### src/hdl/rtc_port_pkg.sv
// Constants for the clock/RAM serial port and status flags
package rtc_port_pkg;
  // Clock rate and derived counts
  localparam int CLK_MHZ = 250;
  localparam int WDOG_TIMEOUT_US = 1000;
  localparam int WDOG_CYCLES = WDOG_TIMEOUT_US * CLK_MHZ;
  localparam int HOST_RESET_NS = 100;
  localparam int HOST_RESET_CYCLES = (HOST_RESET_NS * CLK_MHZ + 999) / 1000;

  // Address/control byte fields
  localparam int AC_DIR_BIT = 7;
  localparam int AC_SPACE_BIT = 5;
  localparam int BITS_PER_BYTE = 8;
  localparam logic [2:0] LAST_BIT = 3'h7;

  // Location map, bit 5 set means clock-register space
  localparam logic [5:0] STATUS_ADDR = 6'h30;
  localparam logic [5:0] CLK_CTRL_ADDR = 6'h31;
  localparam logic [5:0] INT_CTRL_ADDR = 6'h32;
  localparam logic [5:0] RAM_WRAP_ADDR = 6'h00;
  localparam logic [5:0] CLK_WRAP_ADDR = 6'h20;

  // Status flag positions, bit 7 reads zero
  localparam int ST_WDOG = 6;
  localparam int ST_TEST = 5;
  localparam int ST_FIRST_UP = 4;
  localparam int ST_ANY_IRQ = 3;
  localparam int ST_PSENSE = 2;
  localparam int ST_ALARM = 1;
  localparam int ST_PERIODIC = 0;
  localparam logic [7:0] STATUS_RESET = 8'h10;

  // Interrupt control bits
  localparam int IC_WDOG_EN = 7;
  localparam int IC_POWER_DOWN = 6;
  localparam logic [7:0] INT_CTRL_RESET = 8'h00;
  localparam logic [7:0] CLK_CTRL_RESET = 8'h00;
endpackage

### src/hdl/rtc_serial_port_status.sv
// Serial slave port, status flags, watchdog and power-down of the clock/RAM
// Operation
// - Watchdog flag goes high when the watchdog decides the host failed.
// - Power-on reset sets the power-lost flag: clock and RAM need setup.
// - Any-interrupt flag rises when power sense, alarm or periodic is valid.
// - Power-sense flag goes high when the power-sense circuit interrupts.
// - Alarm flag goes high when time counters equal alarm counters.
// - Each periodic interrupt event sets the periodic flag.
// - Power-on reset clears every flag except power-lost, which it sets.
// - Reading status clears all flags except the power-sense and test flags.
// - Serial clock captures input bits and advances output bits.
// - Every byte travels most significant bit first.
// - Chip enable low resets the serial logic and disables the output.
// - Serial clock level at chip enable rise is the idle polarity.
// - One clock per bit, bytes of 8; capture on strobe, change on shift.
// - First byte after chip enable rise is the address/control byte.
// - Address byte bit 7: one selects write cycles, zero read cycles.
// - Bit 5 picks clock or RAM space; bits 4 to 0 are the location.
// - Data bytes follow the address byte: device drives reads only.
// - Latched location increments after each data byte while enabled.
// - Past 1FH the location wraps to 00H in RAM, 20H in clock space.
// - With watchdog on, missing chip-enable toggles assert host reset.
// - Power-down holds host reset and clock output low, port disabled.
// - Output stays off until a read byte is ready, and during writes.
// - Watchdog armed by a control bit; status read before re-arming.
`timescale 1ns/1ps
`default_nettype none
module rtc_serial_port_status #(
  parameter int WDOG_CYCLES = rtc_port_pkg::WDOG_CYCLES
) (
  // Clock and power-on reset
  input wire logic clk,
  input wire logic rstn,
  // Serial pins
  input wire logic ce_in,
  input wire logic sck_in,
  input wire logic mosi_in,
  output logic miso_out,
  output logic miso_oe,
  // Supply sense pin
  input wire logic system_supply_sense,
  // Event sources from timekeeping logic
  input wire logic alarm_match_in,
  input wire logic periodic_tick_in,
  input wire logic power_sense_event_in,
  input wire logic test_mode_in,
  // Control outputs
  output logic host_reset_out_n,
  output logic clk_out_en,
  output logic supply_switch_out,
  output logic [7:0] int_ctrl_out,
  output logic [7:0] clk_ctrl_out
);
  // Pin synchronisers and edge history
  logic ce_meta, ce_s, ce_q;
  logic sck_meta, sck_s, sck_q;
  logic mosi_meta, mosi_s;
  logic sup_meta, sup_s, sup_q;
  // Serial engine state
  logic active_ff, idle_ff, have_addr_ff, wr_dir_ff, xfer_seen_ff;
  logic [2:0] bit_cnt_ff;
  logic [6:0] shift_ff;
  logic [7:0] tx_ff;
  logic [5:0] addr_ff;
  logic miso_ff, miso_oe_ff;
  // Registers and storage
  logic [7:0] status_ff, int_ctrl_ff, clk_ctrl_ff;
  logic [7:0] mem_ff [64];
  // Watchdog and host reset
  logic [31:0] wd_cnt_ff;
  logic [7:0] rst_cnt_ff;
  logic host_rst_n_ff, clk_en_ff, supply_ff;
  // Decode
  logic ce_rise, ce_fall, sup_rise, sck_edge, lead_edge, trail_edge;
  logic byte_done, first_byte, load_rd, wr_en, status_rd, wd_trip, pd;
  logic [7:0] rx_byte, rd_data;
  logic [5:0] load_addr;

  // Next location, wrapping within the selected space
  function automatic logic [5:0] next_addr(input logic [5:0] a);
    next_addr = {a[5], a[4:0] + 5'h01};
  endfunction

  // Two-flop synchronisers, third flop for edge detection
  always_ff @(posedge clk or negedge rstn) begin
    if (!rstn) begin
      ce_meta <= 1'b0;
      ce_s <= 1'b0;
      ce_q <= 1'b0;
      sck_meta <= 1'b0;
      sck_s <= 1'b0;
      sck_q <= 1'b0;
      mosi_meta <= 1'b0;
      mosi_s <= 1'b0;
      sup_meta <= 1'b1; // Supply pin idles high, no false edge
      sup_s <= 1'b1;
      sup_q <= 1'b1;
    end else begin
      ce_meta <= ce_in;
      ce_s <= ce_meta;
      ce_q <= ce_s;
      sck_meta <= sck_in;
      sck_s <= sck_meta;
      sck_q <= sck_s;
      mosi_meta <= mosi_in;
      mosi_s <= mosi_meta;
      sup_meta <= system_supply_sense;
      sup_s <= sup_meta;
      sup_q <= sup_s;
    end
  end

  // Edge and byte decode
  always_comb begin
    pd = int_ctrl_ff[rtc_port_pkg::IC_POWER_DOWN];
    ce_rise = ce_s & ~ce_q;
    ce_fall = ~ce_s & ce_q;
    sup_rise = sup_s & ~sup_q;
    sck_edge = sck_s ^ sck_q;
    lead_edge = active_ff & sck_edge & (sck_s != idle_ff);
    trail_edge = active_ff & sck_edge & (sck_s == idle_ff);
    rx_byte = {shift_ff, mosi_s};
    byte_done = trail_edge & (bit_cnt_ff == rtc_port_pkg::LAST_BIT);
    first_byte = ~have_addr_ff;
    if (first_byte) begin
      load_addr = {rx_byte[rtc_port_pkg::AC_SPACE_BIT], rx_byte[4:0]};
    end else begin
      load_addr = next_addr(addr_ff);
    end
    load_rd = byte_done &
      (first_byte ? ~rx_byte[rtc_port_pkg::AC_DIR_BIT] : ~wr_dir_ff);
    wr_en = byte_done & ~first_byte & wr_dir_ff;
    status_rd = load_rd & (load_addr == rtc_port_pkg::STATUS_ADDR);
  end

  // Read data mux for the byte about to be shifted out
  always_comb begin
    unique case (load_addr)
      rtc_port_pkg::STATUS_ADDR: rd_data = status_ff;
      rtc_port_pkg::CLK_CTRL_ADDR: rd_data = clk_ctrl_ff;
      rtc_port_pkg::INT_CTRL_ADDR: rd_data = int_ctrl_ff;
      default: rd_data = mem_ff[load_addr];
    endcase
  end

  // Serial engine: held in reset while disabled or powered down
  always_ff @(posedge clk or negedge rstn) begin
    if (!rstn) begin
      active_ff <= 1'b0;
      idle_ff <= 1'b0;
      have_addr_ff <= 1'b0;
      wr_dir_ff <= 1'b0;
      bit_cnt_ff <= 3'h0;
      shift_ff <= 7'h00;
      tx_ff <= 8'h00;
      addr_ff <= 6'h00;
      miso_ff <= 1'b0;
      miso_oe_ff <= 1'b0;
    end else if (!ce_s || pd) begin
      active_ff <= 1'b0;
      have_addr_ff <= 1'b0;
      bit_cnt_ff <= 3'h0;
      miso_oe_ff <= 1'b0;
      miso_ff <= 1'b0;
    end else if (ce_rise) begin
      idle_ff <= sck_s;
      active_ff <= 1'b1;
    end else if (trail_edge) begin
      shift_ff <= rx_byte[6:0];
      bit_cnt_ff <= bit_cnt_ff + 3'h1;
      if (byte_done) begin
        have_addr_ff <= 1'b1;
        if (first_byte) begin
          wr_dir_ff <= rx_byte[rtc_port_pkg::AC_DIR_BIT];
        end
        addr_ff <= load_addr;
        if (load_rd) begin
          tx_ff <= rd_data;
          miso_oe_ff <= 1'b1;
        end
      end
    end else if (lead_edge && miso_oe_ff) begin
      miso_ff <= tx_ff[7];
      tx_ff <= {tx_ff[6:0], 1'b0};
    end
  end

  // Transfer seen during this enable, for the watchdog
  always_ff @(posedge clk or negedge rstn) begin
    if (!rstn) begin
      xfer_seen_ff <= 1'b0;
    end else if (ce_rise) begin
      xfer_seen_ff <= 1'b0;
    end else if (trail_edge) begin
      xfer_seen_ff <= 1'b1;
    end
  end

  // RAM and clock-space storage
  always_ff @(posedge clk) begin
    if (wr_en) begin
      mem_ff[addr_ff] <= rx_byte;
    end
  end

  // Control registers; supply return ends power-down
  always_ff @(posedge clk or negedge rstn) begin
    if (!rstn) begin
      int_ctrl_ff <= rtc_port_pkg::INT_CTRL_RESET;
      clk_ctrl_ff <= rtc_port_pkg::CLK_CTRL_RESET;
    end else begin
      if (wr_en && addr_ff == rtc_port_pkg::INT_CTRL_ADDR) begin
        int_ctrl_ff <= rx_byte;
      end else if (sup_rise) begin
        int_ctrl_ff[rtc_port_pkg::IC_POWER_DOWN] <= 1'b0;
      end
      if (wr_en && addr_ff == rtc_port_pkg::CLK_CTRL_ADDR) begin
        clk_ctrl_ff <= rx_byte;
      end
    end
  end

  // Status flags: set wins over clear-on-read
  always_ff @(posedge clk or negedge rstn) begin
    if (!rstn) begin
      status_ff <= rtc_port_pkg::STATUS_RESET;
    end else begin
      if (status_rd) begin
        status_ff[rtc_port_pkg::ST_WDOG] <= 1'b0;
        status_ff[rtc_port_pkg::ST_FIRST_UP] <= 1'b0;
        status_ff[rtc_port_pkg::ST_ANY_IRQ] <= 1'b0;
        status_ff[rtc_port_pkg::ST_ALARM] <= 1'b0;
        status_ff[rtc_port_pkg::ST_PERIODIC] <= 1'b0;
      end
      status_ff[7] <= 1'b0;
      status_ff[rtc_port_pkg::ST_TEST] <= test_mode_in;
      if (wd_trip) begin
        status_ff[rtc_port_pkg::ST_WDOG] <= 1'b1;
      end
      if (power_sense_event_in) begin
        status_ff[rtc_port_pkg::ST_PSENSE] <= 1'b1;
      end
      if (alarm_match_in) begin
        status_ff[rtc_port_pkg::ST_ALARM] <= 1'b1;
      end
      if (periodic_tick_in) begin
        status_ff[rtc_port_pkg::ST_PERIODIC] <= 1'b1;
      end
      if (power_sense_event_in || alarm_match_in || periodic_tick_in) begin
        status_ff[rtc_port_pkg::ST_ANY_IRQ] <= 1'b1;
      end
    end
  end

  // Watchdog timer, restarted by a chip-enable toggle with no transfer
  always_ff @(posedge clk or negedge rstn) begin
    if (!rstn) begin
      wd_cnt_ff <= 32'h0;
    end else if (!int_ctrl_ff[rtc_port_pkg::IC_WDOG_EN] ||
                 status_ff[rtc_port_pkg::ST_WDOG] || pd) begin
      wd_cnt_ff <= 32'h0;
    end else if (ce_fall && !xfer_seen_ff) begin
      wd_cnt_ff <= 32'h0;
    end else if (wd_trip) begin
      wd_cnt_ff <= 32'h0;
    end else begin
      wd_cnt_ff <= wd_cnt_ff + 32'h1;
    end
  end

  assign wd_trip = int_ctrl_ff[rtc_port_pkg::IC_WDOG_EN] &
    ~status_ff[rtc_port_pkg::ST_WDOG] & ~pd & ~(ce_fall & ~xfer_seen_ff) &
    (wd_cnt_ff == 32'(WDOG_CYCLES - 1));

  // Host reset pulse, clock enable and supply switch
  always_ff @(posedge clk or negedge rstn) begin
    if (!rstn) begin
      rst_cnt_ff <= 8'h00;
      host_rst_n_ff <= 1'b1;
      clk_en_ff <= 1'b1;
      supply_ff <= 1'b1;
    end else begin
      if (wd_trip) begin
        rst_cnt_ff <= 8'(rtc_port_pkg::HOST_RESET_CYCLES);
      end else if (rst_cnt_ff != 8'h00) begin
        rst_cnt_ff <= rst_cnt_ff - 8'h01;
      end
      host_rst_n_ff <= ~(pd | wd_trip | (rst_cnt_ff > 8'h01));
      clk_en_ff <= ~pd;
      supply_ff <= ~pd;
    end
  end

  // Outputs straight from flops
  assign miso_out = miso_ff;
  assign miso_oe = miso_oe_ff;
  assign host_reset_out_n = host_rst_n_ff;
  assign clk_out_en = clk_en_ff;
  assign supply_switch_out = supply_ff;
  assign int_ctrl_out = int_ctrl_ff;
  assign clk_ctrl_out = clk_ctrl_ff;

  // Checks
  AST_MISO_OFF: assert property (@(posedge clk) disable iff (!rstn)
    !ce_s |=> !miso_oe_ff) else $error("output driven while disabled");
  AST_WRITE_QUIET: assert property (@(posedge clk) disable iff (!rstn)
    (have_addr_ff && wr_dir_ff) |-> !miso_oe_ff)
    else $error("output driven during write");
  AST_IDLE_CAPTURE: assert property (@(posedge clk) disable iff (!rstn)
    (ce_rise && !pd) |=> (idle_ff == $past(sck_s)) && active_ff)
    else $error("idle polarity not captured");
  AST_MSB_FIRST: assert property (@(posedge clk) disable iff (!rstn)
    (lead_edge && miso_oe_ff && ce_s && !pd && !ce_rise && !trail_edge)
    |=> miso_ff == $past(tx_ff[7])) else $error("bit order wrong");
  AST_WRAP_CLOCK: assert property (@(posedge clk) disable iff (!rstn)
    (byte_done && have_addr_ff && ce_s && !pd && addr_ff == 6'h3f)
    |=> addr_ff == rtc_port_pkg::CLK_WRAP_ADDR)
    else $error("clock space wrap wrong");
  AST_WRAP_RAM: assert property (@(posedge clk) disable iff (!rstn)
    (byte_done && have_addr_ff && ce_s && !pd && addr_ff == 6'h1f)
    |=> addr_ff == rtc_port_pkg::RAM_WRAP_ADDR)
    else $error("RAM wrap wrong");
  AST_CLEAR_ON_READ: assert property (@(posedge clk) disable iff (!rstn)
    (status_rd && !alarm_match_in && !periodic_tick_in)
    |=> !status_ff[rtc_port_pkg::ST_ALARM] &&
        !status_ff[rtc_port_pkg::ST_PERIODIC] &&
        !status_ff[rtc_port_pkg::ST_FIRST_UP])
    else $error("flags not cleared by read");
  AST_PSENSE_KEEP: assert property (@(posedge clk) disable iff (!rstn)
    (status_rd && status_ff[rtc_port_pkg::ST_PSENSE])
    |=> status_ff[rtc_port_pkg::ST_PSENSE])
    else $error("power-sense flag lost on read");
  AST_ALARM_SET: assert property (@(posedge clk) disable iff (!rstn)
    alarm_match_in |=> status_ff[rtc_port_pkg::ST_ALARM] &&
      status_ff[rtc_port_pkg::ST_ANY_IRQ]) else $error("alarm flag not set");
  AST_PERIODIC_SET: assert property (@(posedge clk) disable iff (!rstn)
    periodic_tick_in |=> status_ff[rtc_port_pkg::ST_PERIODIC])
    else $error("periodic flag not set");
  AST_ANY_SET: assert property (@(posedge clk) disable iff (!rstn)
    power_sense_event_in |=> status_ff[rtc_port_pkg::ST_ANY_IRQ] &&
      status_ff[rtc_port_pkg::ST_PSENSE]) else $error("interrupt flag missed");
  AST_POWER_DOWN: assert property (@(posedge clk) disable iff (!rstn)
    pd |=> !host_rst_n_ff && !clk_en_ff && !supply_ff && !miso_oe_ff)
    else $error("power-down outputs wrong");
  AST_WDOG_RESET: assert property (@(posedge clk) disable iff (!rstn)
    wd_trip |=> !host_rst_n_ff [*2] ##1 status_ff[rtc_port_pkg::ST_WDOG] ||
      !host_rst_n_ff) else $error("watchdog reset missing");
endmodule
`default_nettype wire

### config.mk
export PLATFORM = sky130hd
export DESIGN_NAME = rtc_serial_port_status
export DESIGN_NICKNAME = d
export VERILOG_FILES = /design/src/hdl/rtc_port_pkg.sv /design/src/hdl/rtc_serial_port_status.sv
export SDC_FILE = /design/constraint.sdc
export NUM_CORES = 1
export LEC_CHECK = 0
export ABC_AREA = 1
export BUFFER_PORTS_ARGS = -buffer_cell sky130_fd_sc_hd__clkbuf_2
export CAP_MARGIN = 0
export CORE_MARGIN = 10
export CORE_UTILIZATION = 45
export DETAILED_ROUTE_END_ITERATION = 16
export GPL_ROUTABILITY_DRIVEN = 0
export PLACE_DENSITY_LB_ADDON = 0.2
export SETUP_SLACK_MARGIN = 0.05
export SLEW_MARGIN = 0
export SYNTH_ARGS = -nofsm -noshare
export SYNTH_HDL_FRONTEND = slang
export SYNTH_SLANG_ARGS = --single-unit
### constraint.sdc
create_clock -name clk -period 7.26 [get_ports clk]
set_clock_uncertainty 0.15 [all_clocks]
set_input_delay 0.363 -clock clk [delete_from_list [all_inputs] [get_ports clk]]
set_output_delay 0.363 -clock clk [all_outputs]
set_load 0.02 [all_outputs]
Word-level counts from Yosys, hierarchy flattened
Memories as Yosys holds them, arrays and structs flattened. Index checks and enable logic that the tools add are counted.

Register bits after elaboration: 107. Memory bits (writable): 512. Output and inout bits: 21. Logic and storage cells: 165. Memories kept: 1.

Memory list: mem_ff (words 64, width 8, read ports 1, clocked after memory_dff 0, wr ports 1, line rtc_serial_port_status.sv:68) `logic [7:0] mem_ff [64];`.

Add/sub/neg operators: 4. $lt $le $gt $ge: 1. Equality and inequality tests: 13. Multiplexer cells: 43. Bitwise operators: 32. Reductions and logical operators: 35.

Operators with widths (number): $mux 32 (3); $mux 8 (6); $add 32x1->32 const B (1); $eq 32x18->1 const B (1); $eq 6x6->1 const B (5); $mux 1 (28); $reduce_bool 2->1 (13); $pmux 8 s3 (1); $and 1x1->1 (16); $not 1->1 (13); $reduce_and 5->1 (2); $mux 3 (3); $reduce_and 3->1 (3); $gt 8x1->1 const B (1); $ne 2x1->1 const B (4); $reduce_and 4->1 (2); $reduce_bool 8->1 (1); $sub 8x1->8 const B (1); $mux 6 (1); $add 5x1->5 const B (1); $logic_or 1x1->1 (5); $logic_and 1x1->1 (4); $reduce_and 2->1 (2); $add 3x1->3 const B (1); 7 further kinds (10).

Logic depth before layout (Yosys ltp)
Word-level depth: 10. Mapped depth: 20. Depth with buffers taken out: 18.

Worst setup path before layout
No wires, ideal clock.

Path kind: flip-flop to flip-flop. From: register mosi_s. To: register tx_ff[0]. Setup time: 116 ps. Arrival: 2515 ps. Data required time: 6994 ps. Slack: 4479 ps. Stages on the path, launching flop included: 16. Buffers on the path: 2. Cells stage by stage: dfrtp_1 > inv_1 > nand2_4 > nand2_2 > buf_4 > buf_2 > o21ai_0 > nand2_1 > nand3_1 > nand3_1 > nand3_1 > nand3_1 > nand2_1 > nand2_1 > nand2_1 > nand2_1.

Word-level cells in the longest chain between the ends: 6. Elaborated cells on any way between the ends: 9. Those cells by class: eq/ne: 3; mux: 5; memory: 1.

RTL lines: from (decl) (line rtc_serial_port_status.sv:57) `logic mosi_meta, mosi_s;`; from (signal assigned) (line rtc_serial_port_status.sv:106) `mosi_s <= mosi_meta;`; $mux 6 * (line rtc_serial_port_status.sv:125) `if (first_byte) begin`; $mem_v2 64x8 or $eq 6x6->1 (tied branches); $pmux 8 s3 * (line rtc_serial_port_status.sv:138) `unique case (load_addr)`; $mux 8 * (line rtc_serial_port_status.sv:177) `if (load_rd) begin`; $mux 8 * (line rtc_serial_port_status.sv:171) `if (byte_done) begin`; $mux 8 * (line rtc_serial_port_status.sv:168) `end else if (trail_edge) begin`; to (signal assigned) (line rtc_serial_port_status.sv:178) `tx_ff <= rd_data;`; to (signal assigned) (line rtc_serial_port_status.sv:184) `tx_ff <= {tx_ff[6:0], 1'b0};`; to (decl) (line rtc_serial_port_status.sv:63) `logic [7:0] tx_ff;`.

Mark *: on every way between the ends. The rest lies on a longest branch, timed or not. The select of a mux whose other input is x is not followed. A chain may end at the register's enable or synchronous reset.

Final worst setup path
From: register have_addr_ff. To: register tx_ff[6].

Word-level cells in the longest chain between the ends: 6. Elaborated cells on any way between the ends: 13. Those cells by class: eq/ne: 4; mux: 6; bitwise: 1; reduce/logical: 1; memory: 1.

RTL lines: from (decl) (line rtc_serial_port_status.sv:60) `logic active_ff, idle_ff, have_addr_ff, wr_dir_ff, xfer_seen_ff;`; from (signal assigned) (line rtc_serial_port_status.sv:151) `have_addr_ff <= 1'b0;`; from (signal assigned) (line rtc_serial_port_status.sv:161) `have_addr_ff <= 1'b0;`; from (signal assigned) (line rtc_serial_port_status.sv:172) `have_addr_ff <= 1'b1;`; $mux 6 (line rtc_serial_port_status.sv:125); $mem_v2 64x8 or $eq 6x6->1 (tied branches); $pmux 8 s3 (line rtc_serial_port_status.sv:138); $mux 8 (line rtc_serial_port_status.sv:177); $mux 8 (line rtc_serial_port_status.sv:171); $mux 8 (line rtc_serial_port_status.sv:168).

Parallel ways exist; a longest one is shown, timed or not. The select of a mux whose other input is x is not followed.

==> results by group <==
Outcome
  – Status: finished clean

Logic synthesis
  – Yosys top cell by area: edfxtp_1
  – Post-synthesis compound-gate area fraction: about 2.7%
  – Multiplexer area fraction after synthesis: less than 1%
  – Synth Register Bits: approximately 620
  – Most frequent cells after synthesis: nand2_1 (853), edfxtp_1 (509), nand3_1 (420), inv_1 (319), nor2_1 (146)
  – Syn_nets: 2,728
  – Main combinational cell family by area after synthesis: simple AND/OR/NAND/NOR gates
  – EDFF count, synth: 509
  – Xor-xnor portion of the synthesized cell area: less than 1%
  – Synth Area in Simple Gates: about a quarter
  – Synth warnings: 0
  – Synth Area in Adders: less than 1%
  – Syn_area_per_cell: roughly 10 um2
  – Mapped Cells: around 2,700
  – Post-Synthesis Cell Area: 0.0271 mm2
  – Post-synth top flop: edfxtp_1
  – Synth area leaders: edfxtp_1 (56%), nand2_1 (12%), dfrtp_1 (9.3%)
  – Post-synth top area share: about 56%
  – Netlist cell types: between 40 and 50
  – Asr flop ratio synth: 17.4%
  – Sequential share of the synthesized area: 66.4%
  – Most common cell in the netlist: nand2_1

Cells and area
  – Layout cells sized above 1: ~6.5%
  – Design area: about 0.030 mm2
  – Layout area overhead: 10.6%
  – Fill count: about 5,300
  – Final nets: 2,731
  – Fin cells: about 3,500

Clock tree
  – Clock Tree Root: clkbuf_16
  – Post_cts resized: 0
  – Worst-skew pair later-pin latency: 620 ps
  – H-tree Lvls: 3
  – CTS Sinks: approximately 600
  – CTS tree: yes
  – Deepest clock path buffer count: 3
  – Num CTS Buffers: 66
  – Clock transition at path regs: 60 ps

Placement
  – Dpl cells: ~3,400
  – DP HPWL: 41.3 mm
  – DP Area: approximately 0.028 mm2
  – Port bufs: 30

Floorplanning
  – Core box area: 0.0594 mm2
  – Die Ht: between 200 and 300 um
  – Chip Width: between 200 and 300 um
  – Initial core utilization: between 40% and 50%
  – # IOs: 31
  – Core Rows: 89
  – Die area: around 0.070 mm2

Global route
  – Overall Global Routing Usage: between 20% and 30%
  – Overflow after GRT: 0
  – Vias in the first global route: about 18,000
  – Global-route wire length before repair: approximately 110 mm
  – Initial antenna violation count: 2
  – Largest net degree at the start of global routing: 164

Timing
  – Hold slack: roughly 140 ps
  – Fin crit period: around 4700 ps
  – Final setup violation count: 0
  – Worst slew pin tran: between 1000 and 1500 ps
  – Final Slew Violations: 0
  – Fin crit share: 64.2%
  – RSZ-0062 raised after global routing: false
  – Max_slew headroom: 21.6%
  – Fmax: ~210 MHz
  – Fin. Hold Viols: 0
  – Setup TNS: 0 ps

Critical path
  – CP Class: reg -> reg
  – Startpoint types: flop
  – Setup crit end kind: flop
  – Required @ worst endpoint: approximately 7600 ps
  – Worst Path Max Fanout: 129
  – Crit path DAT: 5010 ps

Route
  – Via count: ~19,000
  – WL final: 70.7 mm
  – Vias per cell: 5.35
  – Wirelength per Cell: 20.0 um
  – DRT Pass-1 Iters: 6
  – Antenna Nets Post-Route: 0
  – DRT iter0 DRCs: ~1,900
  – DRC viols: 0

Power and ir drop
  – Leakage Power: around 12 nW
  – Total power: approximately 0.0083 W
  – P per Cell Area: 276 mW/mm2
  – Net switching power figure: between 0.002 and 0.0025 W
  – Switching Share: a little over a quarter
  – Clock share of power: 39.9%
  – Int Power: between 0.006 and 0.007 W
  – Reg power frac: a little under half
  – VDD IR-drop max: about 170 uV
  – Logic pwr share: approximately 13%

Run
  – Maxcap violations: 0

Hold path
  – Hold WC Path Type: in -> async
repair_timing:
item / in CTS / in global routing
buffers inserted: 0 / 0
endpoints found under the hold margin: 52 / 0
hold buffers: 9 / 0
cell type report:
class	instances	area [um2]	share of cell area, %
inverter	327	1230	4.10
multi-input combinational	1646	7300	24.4
clock inverter	24	160	0.535
clock buffer	93	1940	6.48
antenna	1	2.50	0.00835
timing repair buffer	56	383	1.28
tap	773	967	3.23
sequential	616	18000	60.0
registers in the layout (all words and copies together) (netlist names), 3 cells and up:
name and count:
status_ff 7, clk_ctrl_out 8, addr_ff 6, rst_cnt_ff 8, int_ctrl_out 8, wd_cnt_ff 32, mem_ff 509, tx_ff 8
shift_ff 7, bit_cnt_ff 3
critical path, cell delays in order, from the launching register on:
cell     delay (ps)
dfrtp_1         710
nand2_2         510
nand2_8         800
buf_4           720
nand2_1         290
nand2_1         590
nand2_1         110
nor2_1          300
nand2_1         110
nand2_1          70
a21oi_1          60
power by group through the flow:
stage	clock network (W)	registers [W]	logic (W)
after detailed placement	0	0.00401	0.00104
final	0.00330	0.00393	0.00105
after CTS	0.00334	0.00393	0.00104
after global placement	0	0.00401	0.00103
after floorplan	0	0.00402	0.000641
after global routing	0.00348	0.00394	0.00114
worst paths after layout:
path	startpoint	end	slack, ps	cells after the start
max	have_addr_ff	tx_ff[6]	2600	10
max in group asynchronous	rstn	mosi_s	5450	3
min reg2reg	ce_meta	ce_s	190	0
min in group clk	ce_meta	ce_s	190	0
max reg2reg	have_addr_ff	tx_ff[6]	2600	10
min	rstn	int_ctrl_out[6]	140	2
stage by stage:
step	util [%]	setup slack, ps
6_report	50.5	2600
5_1_grt	50.5	2350
4_1_cts	50.5	2680
3_5_place_dp	46.8	2690
3_3_place_gp	46.8	2750
2_1_floorplan	-	4480
layer usage:
metal	GRT usage (%)	part of all wire (%)
met1	26.4	43
met2	32.7	48
met3	3.70	6.4
met4	7.11	3.2
met5	0	0.018
logic make-up (layout without fill, tap and decap cells):
logic type	Yosys count	in the layout
adder cells (fa/ha/maj)	8	8
AND/OR/NAND/NOR	1491	1491
other	0	1
multiplexers	1	1
flip-flops	616	616
XOR/XNOR	11	11
AO/OA/AOI/OAI	135	135
buffers and inverters	448	500
placed cells by master (no fill, tap or decap), types with 3 or more instances in the layout:
cell type	instances
a21oi_1	50
clkbuf_1	15
ha_1	8
edfxtp_1	509
inv_1	319
o21ai_1	7
dfrtp_1	93
xor2_1	8
dfstp_2	6
nand2_2	6
nand4_1	16
dlygate4sd3_1	9
nor4_1	11
clkbuf_16	72
nor2_2	3
xnor2_1	3
buf_4	17
o22ai_1	4
nand3_1	420
clkinv_1	13
dfrtp_2	8
nand2_1	852
clkbuf_2	29
nor2_1	146
o21ai_0	57
inv_2	6
clkinv_2	10
nand3b_1	7
clkbuf_8	6
nor3_1	21
(Power assumes the default switching activity.)
